===== config.mk =====
export PLATFORM = sky130hd
export DESIGN_NAME = psf_cmd
export DESIGN_NICKNAME = d
export VERILOG_FILES = /design/src/hdl/psf_pkg.sv /design/src/hdl/psf_cmd.sv /design/src/hdl/psf_try_ctr.sv
export SDC_FILE = /design/constraint.sdc
export NUM_CORES = 1
export LEC_CHECK = 0
export ABC_AREA = 1
export BUFFER_PORTS_ARGS = -buffer_cell sky130_fd_sc_hd__buf_2
export CAP_MARGIN = 30
export CORE_ASPECT_RATIO = 0.5
export CORE_UTILIZATION = 30
export DETAILED_ROUTE_END_ITERATION = 16
export PLACE_DENSITY = 0.49
export SYNTH_ARGS = -nofsm -noshare
export SYNTH_HDL_FRONTEND = slang
export SYNTH_HIERARCHICAL = 1
export SYNTH_SLANG_ARGS = --single-unit

===== constraint.sdc =====
create_clock -name aclk -period 7.4 [get_ports aclk]
set_clock_uncertainty 0.05 [all_clocks]
set_input_delay 1.48 -clock aclk [delete_from_list [all_inputs] [get_ports aclk]]
set_output_delay 1.48 -clock aclk [all_outputs]
set_load 0.01 [all_outputs]

===== src/hdl/psf_pkg.sv =====
// Constants, register map and types for the code-state and file-activation command block
package psf_pkg;
	localparam int ADDR_W = 8;
	// Register byte offsets
	localparam logic [7:0] OFF_CMD = 8'h00;
	localparam logic [7:0] OFF_RESP = 8'h04;
	localparam logic [7:0] OFF_CODE = 8'h08;
	localparam logic [7:0] OFF_CUR = 8'h0C;
	localparam logic [7:0] DATA_BASE = 8'h10;
	localparam logic [7:0] DATA_MASK = 8'hF0;
	localparam logic [7:0] FILE_BASE = 8'h20;
	// Command register fields
	localparam int CMD_OP_LSB = 0;
	localparam int CMD_P1_LSB = 8;
	localparam int CMD_P2_LSB = 16;
	localparam int CMD_LC_LSB = 24;
	// Code status register fields
	localparam int CST_EN_BIT = 2;
	localparam int CST_BLK_BIT = 3;
	localparam int CST_VER_BIT = 4;
	localparam int CST_UTRY_LSB = 8;
	localparam int CST_UBLK_BIT = 12;
	localparam int CST_ALT_LSB = 16;
	// File entry register fields
	localparam int FE_DAC_BIT = 16;
	localparam int FE_AAC_BIT = 17;
	localparam int FE_OFF_BIT = 18;
	// Try counters
	localparam int CODE_TRY_W = 2;
	localparam int UNBLK_TRY_W = 4;
	localparam logic [CODE_TRY_W-1:0] CODE_TRIES = 2'h3;
	localparam logic [UNBLK_TRY_W-1:0] UNBLK_TRIES = 4'hA;
	// Command parameter values
	localparam logic [7:0] P1_NONE = 8'h00;
	localparam logic [7:0] P1_PATH_ROOT = 8'h08;
	localparam logic [7:0] P1_PATH_CUR = 8'h09;
	localparam logic [7:0] P2_NONE = 8'h00;
	localparam logic [7:0] LC_EMPTY = 8'h00;
	localparam logic [7:0] LC_CODE = 8'h08;
	localparam logic [7:0] LC_UNBLOCK = 8'h10;
	localparam logic [7:0] LC_FID = 8'h02;
	localparam logic [7:0] LC_PATH_MAX = 8'h10;
	localparam logic [7:0] ALT_DONT_USE = 8'h00;
	// Status words
	localparam logic [15:0] SW_OK = 16'h9000;
	localparam logic [11:0] SW_RETRY_HI = 12'h63C;
	localparam logic [15:0] SW_UNBLK_BLOCKED = 16'h6983;
	localparam logic [15:0] SW_NOT_ALLOWED = 16'h6985;
	localparam logic [15:0] SW_SECURITY = 16'h6982;
	localparam logic [15:0] SW_BAD_P1P2 = 16'h6A86;
	localparam logic [15:0] SW_BAD_LEN = 16'h6700;
	localparam logic [15:0] SW_NOT_FOUND = 16'h6A82;
	localparam logic [15:0] SW_RESET = 16'h0000;
	// AXI responses
	localparam logic [1:0] RESP_OKAY = 2'h0;
	localparam logic [1:0] RESP_SLVERR = 2'h2;

	typedef enum logic [1:0] {PSF_OP_ENABLE, PSF_OP_UNBLOCK, PSF_OP_DEACT, PSF_OP_ACT} psf_op_t;

	typedef struct packed {
		logic off;
		logic aac;
		logic dac;
		logic [15:0] fid;
	} psf_file_t;

	function automatic logic [31:0] psf_merge(input logic [31:0] old, input logic [31:0] nw,
		input logic [3:0] strb);
		logic [31:0] r;
		r = old;
		for (int i = 0; i < 4; i++) begin
			if (strb[i]) begin
				r[8*i +: 8] = nw[8*i +: 8];
			end
		end
		return r;
	endfunction
endpackage


===== src/hdl/psf_cmd.sv =====
// Code-state and file-activation command block with AXI4-Lite register access
//
// The implementer's own choices: the AXI4-Lite register port and the register offsets.
`timescale 1ns/1ps
`default_nettype none
// Functional notes
// Enable-code refused when the code is already enabled or blocked.
// Correct code on enable reloads code tries to 3 and enables it.
// Wrong code on enable decrements code tries; code stays disabled.
// Third consecutive wrong code blocks it; optionally also enables; only unblock clears.
// Blocked and disabled grants access; blocked and enabled never grants.
// Enabling the code cancels the alternative replacement: usage qualifier becomes 00.
// Terminal sends enable with P1 00, length 08, 8-byte code, no Le.
// Unblock always accepted; correct key installs new code, reloads 10 and 3.
// After successful unblock the code is enabled and its access satisfied.
// Wrong unblock key decrements only unblock tries; code status untouched.
// Tenth consecutive wrong unblock key blocks it and answers 63C0.
// Every unblock after the key is blocked answers 6983.
// Unblock with empty data reports remaining tries as 63CX, no change.
// Failed unblock on unblocked key returns remaining tries in low nibble.
// Terminal sends unblock with P1 00, length 00 or 10, no Le.
// Deactivate only when its access condition holds; set the file lifecycle flag.
// Successful deactivate makes target current; failure keeps current file unchanged.
// Deactivated file is unusable except for selection and reactivation.
// File commands need P2 00; P1 00 id, 08 root path, 09 current path.
// P1 and P2 00 with empty data act on the current file.
// Reactivate only when its access condition holds; clear the lifecycle flag.
// Successful reactivate makes target current; failure keeps current file unchanged.
// P2 names the code: bit8 scope, bits7-6 zero, number 01 to 1F.
// Reserved P1 on file commands answers an error and changes nothing.
module psf_cmd #(
	parameter int NF = 4,
	parameter logic [7:0] CODE_P2 = 8'h01,
	parameter logic [63:0] CODE_INIT = 64'h3030303030303030,
	parameter logic [63:0] UNBLK_KEY = 64'h3131313131313131,
	parameter bit BLOCK_SETS_EN = 1'b0
) (
	input wire logic aclk,
	input wire logic aresetn,
	input wire logic ce,
	input wire logic awvalid,
	output logic awready,
	input wire logic [psf_pkg::ADDR_W-1:0] awaddr,
	input wire logic [2:0] awprot,
	input wire logic wvalid,
	output logic wready,
	input wire logic [31:0] wdata,
	input wire logic [3:0] wstrb,
	output logic bvalid,
	input wire logic bready,
	output logic [1:0] bresp,
	input wire logic arvalid,
	output logic arready,
	input wire logic [psf_pkg::ADDR_W-1:0] araddr,
	input wire logic [2:0] arprot,
	output logic rvalid,
	input wire logic rready,
	output logic [31:0] rdata,
	output logic [1:0] rresp,
	output logic code_ac_ok,
	output logic cur_file_usable
);
	localparam int IW = (NF > 1) ? $clog2(NF) : 1;

	typedef struct packed {
		logic aw_ok;
		logic [psf_pkg::ADDR_W-1:0] awa;
		logic w_ok;
		logic [31:0] wd;
		logic [3:0] ws;
		logic bv;
		logic [1:0] br;
		logic rv;
		logic [1:0] rr;
		logic [31:0] rd;
		logic [31:0] cmd;
		logic [127:0] dat;
		logic [15:0] sw;
		logic [63:0] code;
		logic enabled;
		logic verified;
		logic [7:0] alt;
		logic [IW-1:0] cur;
		logic cur_ok;
		psf_pkg::psf_file_t [NF-1:0] files;
	} psf_state_t;

	psf_state_t s_q;
	psf_state_t s_d;

	logic [psf_pkg::CODE_TRY_W-1:0] ctry;
	logic [psf_pkg::UNBLK_TRY_W-1:0] utry;
	logic cblk;
	logic ublk;
	logic cdec;
	logic crel;
	logic udec;
	logic urel;
	logic exec;
	logic go;
	logic [31:0] cv;
	psf_pkg::psf_op_t cop;
	logic [7:0] p1;
	logic [7:0] p2;
	logic [7:0] lc;
	logic p2_ok;
	logic code_match;
	logic ukey_match;
	logic p1_legal;
	logic lc_ok;
	logic fop;
	logic [6:0] lbase;
	logic [15:0] tfid;
	logic [NF-1:0] hit;
	logic tgt_hit;
	logic [IW-1:0] tgt;
	logic ac_met;
	logic file_ok;
	logic [7:0] wa;
	logic [7:0] ra;
	logic [5:0] wfi;
	logic [5:0] rfi;
	logic [31:0] rword;
	logic rerr;
	logic [31:0] code_w;

	psf_try_ctr #(.W(psf_pkg::CODE_TRY_W), .INIT(psf_pkg::CODE_TRIES)) u_code_ctr (
		.aclk(aclk),
		.aresetn(aresetn),
		.ce(ce),
		.dec(cdec),
		.reload(crel),
		.count(ctry),
		.zero(cblk)
	);

	psf_try_ctr #(.W(psf_pkg::UNBLK_TRY_W), .INIT(psf_pkg::UNBLK_TRIES)) u_unblk_ctr (
		.aclk(aclk),
		.aresetn(aresetn),
		.ce(ce),
		.dec(udec),
		.reload(urel),
		.count(utry),
		.zero(ublk)
	);

	// Command fields come from the word being written, so execution starts with the write
	assign cv = psf_pkg::psf_merge(s_q.cmd, s_q.wd, s_q.ws);
	assign cop = psf_pkg::psf_op_t'(cv[psf_pkg::CMD_OP_LSB +: 2]);
	assign p1 = cv[psf_pkg::CMD_P1_LSB +: 8];
	assign p2 = cv[psf_pkg::CMD_P2_LSB +: 8];
	assign lc = cv[psf_pkg::CMD_LC_LSB +: 8];
	assign exec = s_q.aw_ok && s_q.w_ok && !s_q.bv && (wa == psf_pkg::OFF_CMD);
	assign go = exec && ce;
	assign p2_ok = (p2 == CODE_P2) && (p2[6:5] == 2'h0) && (p2[4:0] != 5'h00);
	assign code_match = (s_q.dat[63:0] == s_q.code);
	assign ukey_match = (s_q.dat[63:0] == UNBLK_KEY);
	assign fop = (cop == psf_pkg::PSF_OP_DEACT) || (cop == psf_pkg::PSF_OP_ACT);
	assign p1_legal = (p1 == psf_pkg::P1_NONE) || (p1 == psf_pkg::P1_PATH_ROOT) ||
		(p1 == psf_pkg::P1_PATH_CUR);
	assign lc_ok = (p1 == psf_pkg::P1_NONE) ?
		((lc == psf_pkg::LC_EMPTY) || (lc == psf_pkg::LC_FID)) :
		(!lc[0] && (lc != psf_pkg::LC_EMPTY) && (lc <= psf_pkg::LC_PATH_MAX));
	// Target identifier is the last two bytes of the data field, first byte high
	assign lbase = {lc[3:0] - 4'h2, 3'b000};
	assign tfid = {s_q.dat[lbase +: 8], s_q.dat[7'(lbase + 7'h08) +: 8]};

	for (genvar i = 0; i < NF; i++) begin : g_lookup
		assign hit[i] = (s_q.files[i].fid == tfid);
	end

	always_comb begin
		tgt = s_q.cur;
		tgt_hit = 1'b0;
		if ((p1 == psf_pkg::P1_NONE) && (lc == psf_pkg::LC_EMPTY)) begin
			tgt_hit = s_q.cur_ok;
		end else begin
			for (int i = NF - 1; i >= 0; i--) begin
				if (hit[i]) begin
					tgt = IW'(i);
					tgt_hit = 1'b1;
				end
			end
		end
	end

	assign ac_met = (cop == psf_pkg::PSF_OP_DEACT) ? s_q.files[tgt].dac : s_q.files[tgt].aac;
	assign file_ok = fop && (p2 == psf_pkg::P2_NONE) && p1_legal && lc_ok &&
		tgt_hit && ac_met && !((cop == psf_pkg::PSF_OP_DEACT) && s_q.files[tgt].off);
	// Enabled bit is writable: the disable function lives outside this block
	assign code_w = psf_pkg::psf_merge({8'h00, s_q.alt, 13'h0000, s_q.enabled, 2'h0}, s_q.wd,
		s_q.ws);
	assign wa = {s_q.awa[7:2], 2'b00};
	assign ra = {araddr[7:2], 2'b00};
	assign wfi = wa[7:2] - psf_pkg::FILE_BASE[7:2];
	assign rfi = ra[7:2] - psf_pkg::FILE_BASE[7:2];

	always_comb begin
		s_d = s_q;
		cdec = 1'b0;
		crel = 1'b0;
		udec = 1'b0;
		urel = 1'b0;
		rword = 32'h0000_0000;
		rerr = 1'b0;
		// Address and data may arrive in either order
		if (awvalid && !s_q.aw_ok) begin
			s_d.aw_ok = 1'b1;
			s_d.awa = awaddr;
		end
		if (wvalid && !s_q.w_ok) begin
			s_d.w_ok = 1'b1;
			s_d.wd = wdata;
			s_d.ws = wstrb;
		end
		if (bready && s_q.bv) begin
			s_d.bv = 1'b0;
		end
		if (s_q.aw_ok && s_q.w_ok && !s_q.bv) begin
			s_d.aw_ok = 1'b0;
			s_d.w_ok = 1'b0;
			s_d.bv = 1'b1;
			s_d.br = psf_pkg::RESP_OKAY;
			if (wa == psf_pkg::OFF_CMD) begin
				s_d.cmd = cv;
			end else if (wa == psf_pkg::OFF_CODE) begin
				s_d.alt = code_w[psf_pkg::CST_ALT_LSB +: 8];
				s_d.enabled = code_w[psf_pkg::CST_EN_BIT];
			end else if ((wa & psf_pkg::DATA_MASK) == psf_pkg::DATA_BASE) begin
				s_d.dat[32*wa[3:2] +: 32] = psf_pkg::psf_merge(s_q.dat[32*wa[3:2] +: 32],
					s_q.wd, s_q.ws);
			end else if ((wa >= psf_pkg::FILE_BASE) && (wfi < 6'(NF))) begin
				{s_d.files[wfi[IW-1:0]].aac, s_d.files[wfi[IW-1:0]].dac,
					s_d.files[wfi[IW-1:0]].fid} = 18'(psf_pkg::psf_merge(
					{14'h0000, s_q.files[wfi[IW-1:0]].aac, s_q.files[wfi[IW-1:0]].dac,
					s_q.files[wfi[IW-1:0]].fid}, s_q.wd, s_q.ws));
			end else if ((wa != psf_pkg::OFF_RESP) && (wa != psf_pkg::OFF_CUR)) begin
				s_d.br = psf_pkg::RESP_SLVERR;
			end
		end
		if (exec) begin
			unique case (cop)
			psf_pkg::PSF_OP_ENABLE: begin
				if ((p1 != psf_pkg::P1_NONE) || !p2_ok) begin
					s_d.sw = psf_pkg::SW_BAD_P1P2;
				end else if (lc != psf_pkg::LC_CODE) begin
					s_d.sw = psf_pkg::SW_BAD_LEN;
				end else if (s_q.enabled || cblk) begin
					s_d.sw = psf_pkg::SW_NOT_ALLOWED;
				end else if (code_match) begin
					crel = 1'b1;
					s_d.enabled = 1'b1;
					s_d.verified = 1'b1;
					s_d.alt = psf_pkg::ALT_DONT_USE;
					s_d.sw = psf_pkg::SW_OK;
				end else begin
					cdec = 1'b1;
					s_d.verified = 1'b0;
					if (ctry == psf_pkg::CODE_TRY_W'(1)) begin
						s_d.enabled = BLOCK_SETS_EN;
					end
					s_d.sw = {psf_pkg::SW_RETRY_HI, 4'(ctry - psf_pkg::CODE_TRY_W'(1))};
				end
			end
			psf_pkg::PSF_OP_UNBLOCK: begin
				if ((p1 != psf_pkg::P1_NONE) || !p2_ok) begin
					s_d.sw = psf_pkg::SW_BAD_P1P2;
				end else if (ublk) begin
					s_d.sw = psf_pkg::SW_UNBLK_BLOCKED;
				end else if (lc == psf_pkg::LC_EMPTY) begin
					s_d.sw = {psf_pkg::SW_RETRY_HI, utry};
				end else if (lc != psf_pkg::LC_UNBLOCK) begin
					s_d.sw = psf_pkg::SW_BAD_LEN;
				end else if (ukey_match) begin
					s_d.code = s_q.dat[127:64];
					urel = 1'b1;
					crel = 1'b1;
					s_d.enabled = 1'b1;
					s_d.verified = 1'b1;
					s_d.sw = psf_pkg::SW_OK;
				end else begin
					udec = 1'b1;
					s_d.sw = {psf_pkg::SW_RETRY_HI, utry - psf_pkg::UNBLK_TRY_W'(1)};
				end
			end
			psf_pkg::PSF_OP_DEACT, psf_pkg::PSF_OP_ACT: begin
				if ((p2 != psf_pkg::P2_NONE) || !p1_legal) begin
					s_d.sw = psf_pkg::SW_BAD_P1P2;
				end else if (!lc_ok) begin
					s_d.sw = psf_pkg::SW_BAD_LEN;
				end else if (!tgt_hit) begin
					s_d.sw = psf_pkg::SW_NOT_FOUND;
				end else if (!ac_met) begin
					s_d.sw = psf_pkg::SW_SECURITY;
				end else if ((cop == psf_pkg::PSF_OP_DEACT) && s_q.files[tgt].off) begin
					s_d.sw = psf_pkg::SW_NOT_ALLOWED;
				end else begin
					s_d.files[tgt].off = (cop == psf_pkg::PSF_OP_DEACT);
					s_d.cur = tgt;
					s_d.cur_ok = 1'b1;
					s_d.sw = psf_pkg::SW_OK;
				end
			end
			endcase
		end
		if (rready && s_q.rv) begin
			s_d.rv = 1'b0;
		end
		if (ra == psf_pkg::OFF_CMD) begin
			rword = s_q.cmd;
		end else if (ra == psf_pkg::OFF_RESP) begin
			rword = {16'h0000, s_q.sw};
		end else if (ra == psf_pkg::OFF_CODE) begin
			rword = {8'h00, s_q.alt, 3'h0, ublk, utry, 3'h0, s_q.verified, cblk,
				s_q.enabled, ctry};
		end else if (ra == psf_pkg::OFF_CUR) begin
			rword = {28'(s_q.cur), 1'b0, cur_file_usable, s_q.cur_ok, 1'b0} >> 1;
		end else if ((ra & psf_pkg::DATA_MASK) == psf_pkg::DATA_BASE) begin
			rword = s_q.dat[32*ra[3:2] +: 32];
		end else if ((ra >= psf_pkg::FILE_BASE) && (rfi < 6'(NF))) begin
			rword = {13'h0000, s_q.files[rfi[IW-1:0]]};
		end else begin
			rerr = 1'b1;
		end
		if (arvalid && !s_q.rv) begin
			s_d.rv = 1'b1;
			s_d.rd = rword;
			s_d.rr = rerr ? psf_pkg::RESP_SLVERR : psf_pkg::RESP_OKAY;
		end
	end

	always_ff @(posedge aclk) begin
		if (!aresetn) begin
			s_q <= '0;
			s_q.code <= CODE_INIT;
			s_q.enabled <= 1'b1;
			s_q.sw <= psf_pkg::SW_RESET;
		end else if (ce) begin
			s_q <= s_d;
		end
	end

	assign awready = !s_q.aw_ok;
	assign wready = !s_q.w_ok;
	assign bvalid = s_q.bv;
	assign bresp = s_q.br;
	assign arready = !s_q.rv;
	assign rvalid = s_q.rv;
	assign rdata = s_q.rd;
	assign rresp = s_q.rr;
	// Blocked code grants only while disabled
	assign code_ac_ok = cblk ? !s_q.enabled : (!s_q.enabled || s_q.verified);
	assign cur_file_usable = s_q.cur_ok && !s_q.files[s_q.cur].off;

	a_enable_refused: assert property (
		@(posedge aclk) disable iff (!aresetn)
		go && (cop == psf_pkg::PSF_OP_ENABLE) && (p1 == psf_pkg::P1_NONE) && p2_ok &&
		(lc == psf_pkg::LC_CODE) && (s_q.enabled || cblk)
		|=> (s_q.sw == psf_pkg::SW_NOT_ALLOWED) && $stable(ctry))
		else $error("enable accepted on enabled or blocked code");

	a_enable_good: assert property (
		@(posedge aclk) disable iff (!aresetn)
		go && (cop == psf_pkg::PSF_OP_ENABLE) && (p1 == psf_pkg::P1_NONE) && p2_ok &&
		(lc == psf_pkg::LC_CODE) && !s_q.enabled && !cblk && code_match
		|=> (ctry == 2'h3) && s_q.enabled && (s_q.sw == psf_pkg::SW_OK))
		else $error("correct enable did not reload tries and enable");

	a_enable_bad: assert property (
		@(posedge aclk) disable iff (!aresetn)
		go && (cop == psf_pkg::PSF_OP_ENABLE) && (p1 == psf_pkg::P1_NONE) && p2_ok &&
		(lc == psf_pkg::LC_CODE) && !s_q.enabled && !cblk && !code_match && (ctry > 2'h1)
		|=> (ctry == $past(ctry) - 2'h1) && !s_q.enabled)
		else $error("wrong enable did not decrement");

	a_block_third: assert property (
		@(posedge aclk) disable iff (!aresetn)
		go && (cop == psf_pkg::PSF_OP_ENABLE) && (p1 == psf_pkg::P1_NONE) && p2_ok &&
		(lc == psf_pkg::LC_CODE) && !s_q.enabled && !cblk && !code_match && (ctry == 2'h1)
		|=> cblk && (s_q.sw == 16'h63C0) && (s_q.enabled == BLOCK_SETS_EN))
		else $error("third wrong code did not block");

	a_alt_cleared: assert property (
		@(posedge aclk) disable iff (!aresetn)
		go && (cop == psf_pkg::PSF_OP_ENABLE) && (s_d.sw == psf_pkg::SW_OK)
		|=> (s_q.alt == 8'h00) && code_ac_ok)
		else $error("replacement qualifier not cleared");

	a_unblock_good: assert property (
		@(posedge aclk) disable iff (!aresetn)
		go && (cop == psf_pkg::PSF_OP_UNBLOCK) && (p1 == psf_pkg::P1_NONE) && p2_ok &&
		!ublk && (lc == psf_pkg::LC_UNBLOCK) && ukey_match
		|=> (utry == 4'hA) && (ctry == 2'h3) && s_q.enabled && code_ac_ok &&
		(s_q.code == $past(s_q.dat[127:64])))
		else $error("correct unblock did not restore state");

	a_unblock_bad: assert property (
		@(posedge aclk) disable iff (!aresetn)
		go && (cop == psf_pkg::PSF_OP_UNBLOCK) && (p1 == psf_pkg::P1_NONE) && p2_ok &&
		!ublk && (lc == psf_pkg::LC_UNBLOCK) && !ukey_match
		|=> $stable(s_q.enabled) && $stable(cblk) &&
		(s_q.sw == {12'h63C, $past(utry) - 4'h1}))
		else $error("wrong unblock touched code status or bad answer");

	a_unblock_locked: assert property (
		@(posedge aclk) disable iff (!aresetn)
		go && (cop == psf_pkg::PSF_OP_UNBLOCK) && (p1 == psf_pkg::P1_NONE) && p2_ok && ublk
		|=> (s_q.sw == 16'h6983) && $stable(s_q.code))
		else $error("blocked unblock key not answered 6983");

	a_unblock_query: assert property (
		@(posedge aclk) disable iff (!aresetn)
		go && (cop == psf_pkg::PSF_OP_UNBLOCK) && (p1 == psf_pkg::P1_NONE) && p2_ok &&
		!ublk && (lc == psf_pkg::LC_EMPTY)
		|=> (s_q.sw == {12'h63C, $past(utry)}) && $stable(utry) && $stable(ctry))
		else $error("unblock query wrong or changed state");

	a_file_keep: assert property (
		@(posedge aclk) disable iff (!aresetn)
		go && fop && !file_ok |=> $stable(s_q.cur) && $stable(s_q.cur_ok))
		else $error("failed file command moved the current file");

	a_reserved_p1: assert property (
		@(posedge aclk) disable iff (!aresetn)
		go && fop && !p1_legal |=> (s_q.sw == 16'h6A86) && $stable(s_q.files))
		else $error("reserved selection not refused");
endmodule // psf_cmd
`default_nettype wire


===== src/hdl/psf_try_ctr.sv =====
// Down counter of remaining tries with reload, loaded with INIT on reset
`timescale 1ns/1ps
`default_nettype none
module psf_try_ctr #(
	parameter int W = 4,
	parameter logic [W-1:0] INIT = '0
) (
	input wire logic aclk,
	input wire logic aresetn,
	input wire logic ce,
	input wire logic dec,
	input wire logic reload,
	output logic [W-1:0] count,
	output logic zero
);
	typedef struct packed {
		logic [W-1:0] cnt;
	} psf_ctr_st_t;

	psf_ctr_st_t s_q;
	psf_ctr_st_t s_d;

	always_comb begin
		s_d = s_q;
		if (reload) begin
			s_d.cnt = INIT;
		end else if (dec && (s_q.cnt != '0)) begin
			s_d.cnt = s_q.cnt - W'(1);
		end
	end

	always_ff @(posedge aclk) begin
		if (!aresetn) begin
			s_q.cnt <= INIT;
		end else if (ce) begin
			s_q <= s_d;
		end
	end

	assign count = s_q.cnt;
	assign zero = (s_q.cnt == '0);
endmodule // psf_try_ctr
`default_nettype wire


==> results of run 1 <==
path summary, 6_finish.rpt:
path,endpoint
setup / recovery,s_q[18]
hold reg to reg,s_q[302]
hold / removal,s_q[302]
setup reg to reg,s_q[18]
Yosys cell counts (all sizes together), types with 21 or more instances:
| library cell | count | area, µm² |
|---|---|---|
| a211oi | 38 | 285 |
| nand3 | 501 | 2520 |
| clkbuf | 213 | 800 |
| nor4 | 25 | 163 |
| inv | 321 | 1210 |
| o211ai | 34 | 255 |
| a31oi | 31 | 194 |
| buf | 111 | 722 |
| nand4 | 35 | 219 |
| xor2 | 48 | 428 |
| xnor2 | 36 | 315 |
| a21oi | 410 | 2060 |
| a22oi | 21 | 158 |
| nand2 | 798 | 3130 |
| o2111ai | 27 | 236 |
| dfxtp | 411 | 8230 |
| o21ai | 385 | 1930 |
| o22ai | 44 | 275 |
| nor2 | 273 | 1040 |
metal layers:
metal	wire, µm	share of wire [%]	vias up
li1	-	-	12864
met1	53800	43	13329
met2	51800	42	1572
met3	13400	11	271
met4	4440	3.6	18
met5	117	0.095	-
report_power, final:
part	total (µW)	switching (µW)	internal (µW)
clock	2710	1090	1620
combinational	899	681	219
sequential	2280	34.3	2250
through the flow:
step / power, µW / hold WS, ns / util (%) / setup slack, ns / instance area [µm²]
floorplan: 2870 / 0.375 / - / 3.42 / 25000
global placement: 3180 / 0.399 / 31.5 / 1.36 / 25900
detailed placement: 3190 / 0.397 / 31.6 / 1.40 / 26000
CTS: 5870 / 0.409 / 33.7 / 1.39 / 27700
global route: 6050 / 0.417 / 33.8 / 0.693 / 27700
finish: 5890 / 0.407 / 33.8 / 1.15 / 27800
cell families (layout without fill, tap and decap cells):
group	count (synthesis)	in the layout	synth area share (%)
buffers and inverters	648	570	10.9
and+or+nand+nor	1678	1678	29.4
xor gates and xnor gates	84	84	2.97
adders and majority gates	18	18	0.899
muxes	1	1	0.0400
other	1	4	0.0150
AOI/OAI and AO/OA	1029	1029	22.9
DFF	411	411	32.9
area by class of cell:
class                      instances  share of cell area, %
clock inverter                    19                   1.26
tap                             1102                   4.97
antenna                            2                 0.0180
inverter                         324                   4.41
sequential                       411                   29.7
clock buffer                      67                   4.98
timing repair buffer             160                   3.78
multi-input combinational       2812                   50.9
critical path: stages (launching register included):
cell and delay, ns:
dfxtp_1 0.62, nand2_4 0.40, nand2_4 0.42, clkinv_1 0.15, ha_1 0.31, buf_4 0.27
inv_1 0.61, buf_4 0.38, nand3_1 0.16, nand3_1 0.12, nand3_1 0.32, nand2_2 0.24
xor2_1 0.19, nand2_1 0.07, nor2_1 0.25, nand2_1 0.11, o21ai_1 0.16, nand2_1 0.10
nand2_1 0.23, inv_1 0.16, nand2_1 0.09, nand3_1 0.08, nand2_2 0.15, inv_2 0.08
nor2_8 0.14, nand2_2 0.07, o21ai_1 0.11, nor2_1 0.05
sequential cells by signal (all words and copies together) (netlist names):
register	cells
rdata	32
bresp	1
bvalid	1
s_q	369
rresp	1
u_unblk_ctr/count	4
rvalid	1
u_code_ctr/count	2
==> flow_summary.json, run 1 <==
{
  "synth_cell_types": 57,
  "globalRoute.totalOverflow": 0,
  "crit_fanout": 39,
  "synthArstFlopShare_pct": 0,
  "post_cts_buffers": 0,
  "power_density_nw_per_um2": 212,
  "dieArea_um2": 84700,
  "syn_inst": 3870,
  "rsz0062_at_grt": "false",
  "first_global_vias": 24840,
  "layout_commonest_cell": "nand2_1",
  "num_io_pins": 109,
  "grt_pass1_wl_um": 175000,
  "layout_common_cells": "760 x nand2_1, 497 x nand3_1, 409 x dfxtp_1",
  "maxSlewViolCount": 0,
  "die_h_um": 206,
  "fin_tns_setup_ns": 0,
  "num_vias": 28054,
  "p_leak_uw": 0.0103,
  "worstReg2RegStart": "s_q[370]",
  "grt_antenna_before_repair": 11,
  "clock_latency_ns": 0.64,
  "synth_ff_type": "dfxtp_1",
  "cts_resized": 0,
  "setup_viol": 0,
  "syn_avg_cell_area_um2": 6.47,
  "grt_usage_pct": 28.3,
  "finalNonFillerCells": 4897,
  "rr_worst_depth": 27,
  "drive_above_1_share_pct": 8.75,
  "fillCellCount": 8915,
  "drt_wl_total_um": 124000,
  "status": "completed",
  "drt_iter0_drc": 3675,
  "cts_tree": "built",
  "critPathRequiredTime_ns": 7.87,
  "start_util_pct": 30.5,
  "startpoint_type": "register",
  "via_per_inst": 5.73,
  "dp.cells": 4806,
  "worstPathArrival_ns": 6.72,
  "grt_max_degree": 146,
  "area_delta_synth_final_pct": 10.8,
  "detail_route.wl_per_cell_um": 25.2,
  "cts_buffers": 46,
  "final_nets": 3839,
  "ys_ff_latch": 411,
  "dp_hpwl_um": 86000,
  "clkSinkCount": 411,
  "setup.worst_path.start": "s_q[370]",
  "root_buffer": "clkbuf_16",
  "syn-cell-area_um2": 25000,
  "die_x_um": 411,
  "grtUsageMet1_pct": 38.6,
  "gr-max-usage-layer": "met2",
  "crit_type": "register to register",
  "seqCellArea_um2": 8230,
  "timing.final.crit_share_pct": 84.5,
  "synth-edff-count": 0,
  "period_needed_ns": 6.25,
  "antenna_left": 0,
  "cts_hold_buf": 0,
  "hp-class": "register to register",
  "yosysWarningCount": 6,
  "path_clk_slew_ns": 0.07,
  "clock_path_buffers": 3,
  "gp_congestion": 1.00,
  "hold_depth": 2,
  "endpoint_kind": "register",
  "num_rows": 74,
  "drc": 0,
  "dr.pass1.iters": 8,
  "relSlewSlack_pct": 21.1,
  "core_um2": 82100,
  "hold_start": "s_q[302]",
  "worstMarginPinSlew_ns": 1.18,
  "irDropWorstVdd_mv": 0.153,
  "rrSetupSlack_ns": 1.15,
  "io_buffers": 96,
  "maxCapViolations": 0,
  "synth.yosys.seq_area_share_pct": 32.9,
  "grt_use_met2_pct": 42.5,
  "gr-usage-met3_pct": 7.35,
  "clock.fmax_mhz": 160,
  "finalHoldViolations": 0,
  "htree_num_levels": 2,
  "multi_input_area_um2": 14100
}
Note: power is estimated with default switching activity, not from simulation.
==> run 2, diff against run 1 <==
--- a/config.mk
+++ b/config.mk
@@ -11,7 +11,7 @@
 export CORE_ASPECT_RATIO = 0.5
 export CORE_UTILIZATION = 30
 export DETAILED_ROUTE_END_ITERATION = 16
-export PLACE_DENSITY = 0.49
+export PLACE_DENSITY = 0.5
 export SYNTH_ARGS = -nofsm -noshare
 export SYNTH_HDL_FRONTEND = slang
 export SYNTH_HIERARCHICAL = 1
==> constraint.sdc (replaced) <==
create_clock -name aclk -period 5.5 [get_ports aclk]
set_clock_uncertainty 0.05 [all_clocks]
set_input_delay 1.1 -clock aclk [delete_from_list [all_inputs] [get_ports aclk]]
set_output_delay 1.1 -clock aclk [all_outputs]
set_load 0.01 [all_outputs]
==> run 2 against run 1 <==
Final cell count increased by 0.31%. Utilization shrank 0.11 points. Largest power group unchanged. Highest routed layer unchanged. Clock power rose by 18%. Global-route usage grew 0.25 points. Largest cell class unchanged.
==> flow_summary.json, run 2 (synthesis gave the netlist of run 1 again) <==
{
  "sequentialPowerShare_pct": 41.1,
  "final_nets": 3859,
  "die_x_um": 411,
  "drt_iter0_drc": 4034,
  "power_density_nw_per_um2": 271,
  "layout_commonest_cell": "nand2_1",
  "relSlewSlack_pct": 25.1,
  "grt_max_degree": 122,
  "cpMostUsedCell": "nand2_1",
  "finalHoldViolations": 0,
  "gp_congestion": 0.969,
  "first_global_vias": 24912,
  "via_per_inst": 5.75,
  "timing.final.crit_share_pct": 94.1,
  "worstReg2RegStart": "s_q[370]",
  "clock_latency_ns": 0.63,
  "dr.pass1.iters": 7,
  "drive_above_1_share_pct": 9.04,
  "rsz0062_at_grt": "false",
  "crit_fanout": 17,
  "dieArea_um2": 84700,
  "drc": 0,
  "num_rows": 74,
  "critPathRequiredTime_ns": 6.01,
  "slowest_stage": "dfxtp_2",
  "endpoint_kind": "register",
  "grt_pass1_wl_um": 177000,
  "status": "completed",
  "num_vias": 28241,
  "core_um2": 82100,
  "clkSinkCount": 411,
  "dp_hpwl_um": 87300,
  "num_io_pins": 109,
  "io_buffers": 96,
  "largest_register": "s_q",
  "worstPathArrival_ns": 5.68,
  "clock.fmax_mhz": 193,
  "globalRoute.totalOverflow": 0,
  "drt_wl_total_um": 124000,
  "switching_share_pct": 31.6,
  "cts_buffers": 44,
  "die_h_um": 206,
  "root_buffer": "clkbuf_16",
  "htree_num_levels": 2,
  "total_power_uw": 7480,
  "setup.worst_path.start": "s_q[370]",
  "power_switching_uw": 2360,
  "p_comb_share_pct": 16.3,
  "path_clk_slew_ns": 0.06,
  "irDropWorstVdd_mv": 0.209,
  "p_int_uw": 5120,
  "cpPeakStageDelay_ns": 0.40,
  "crit_type": "register to register",
  "antenna_left": 0,
  "maxSlewViolCount": 0,
  "hp-class": "register to register",
  "p_leak_uw": 0.0103,
  "startpoint_type": "register",
  "area_delta_synth_final_pct": 10.4,
  "detail_route.wl_per_cell_um": 25.3,
  "setup_viol": 0,
  "cts_tree": "built",
  "period_needed_ns": 5.18,
  "grt_usage_pct": 28.5,
  "layout_common_cells": "759 x nand2_1, 496 x nand3_1, 408 x a21oi_1, 408 x dfxtp_1, 378 x o21ai_0",
  "cts_hold_buf": 0,
  "worstMarginPinSlew_ns": 1.12,
  "clock_path_buffers": 3,
  "largest_reg_flops": 369,
  "start_util_pct": 30.5,
  "fin_tns_setup_ns": 0,
  "maxCapViolations": 0,
  "power_frac_clock_pct": 42.6,
  "grt_antenna_before_repair": 9,
  "hold_start": "s_q[302]"
}
## run 2: cell count changes in the layout (fill, tap and decap cells not counted), sizes merged
cell      previous run  this run
bufinv               9         4
inv                323       320
diode                2         4
clkinvlp             1         2
clkbuf              67        63
buf                160       182
clkinv              10        12
## run 2: cell type report
type,count,area [µm²]
Tap cell,1102,1380
Timing Repair Buffer,182,1200
Fill cell,8935,54500
Clock buffer,63,1270
Antenna cell,4,10.0
Sequential cell,411,8230
Clock inverter,14,195
Multi-Input combinational cell,2812,14100
Inverter,324,1230
## run 2: worst max-delay path, delay by kind of cell, from the launching register on
family | cells | cell delay (ns)
fa+ha+maj | 1 | 0.24
flops | 1 | 0.40
compound gates | 2 | 0.58
xor+xnor | 1 | 0.23
simple gates | 17 | 2.64
buf+inv | 5 | 0.94
## run 2: through the flow
stage / cells / cell area [µm²] / hold WS (ns) / util [%] / worst slack [ns]
2_1_floorplan: 3871 / 25000 / 0.375 / - / 1.52
3_3_place_gp: 4826 / 26100 / 0.390 / 31.8 / 0.401
3_5_place_dp: 4829 / 26200 / 0.395 / 31.9 / 0.394
4_1_cts: 4906 / 27600 / 0.403 / 33.6 / 0.359
5_1_grt: 4908 / 27700 / 0.416 / 33.7 / 0.0656
6_report: 4912 / 27700 / 0.400 / 33.7 / 0.323
## run 2: final timing paths
| kind | slack (ns) | to | cells after the start |
|---|---|---|---|
| setup reg to reg | 0.32 | s_q[153] | 26 |
| setup / recovery | 0.32 | s_q[153] | 26 |
| hold reg to reg | 0.40 | s_q[302] | 2 |
| hold / removal | 0.40 | s_q[302] | 2 |
## run 2: power groups by stage
stage / combinational, µW / clock, µW / sequential (µW)
floorplan: 748 / 0 / 3110
CTS: 1170 / 3230 / 3070
global route: 1300 / 3350 / 3070
finish: 1220 / 3190 / 3070
global placement: 1160 / 0 / 3140
detailed placement: 1170 / 0 / 3140
## run 2: metal layers
layer / track usage (%) / share of wire, % / vias up
met3: 7.16 / 11 / 267
met2: 42.4 / 42 / 1474
li1: - / - / 12907
met5: 0 / 0.066 / -
met4: 10.9 / 4.0 / 14
met1: 39.3 / 43 / 13579
## run 2: timing repair
action                                  4_1_cts  5_1_grt
gates resized for setup                       0        3
endpoints found under the setup margin        0       14
buffers inserted                              0        2
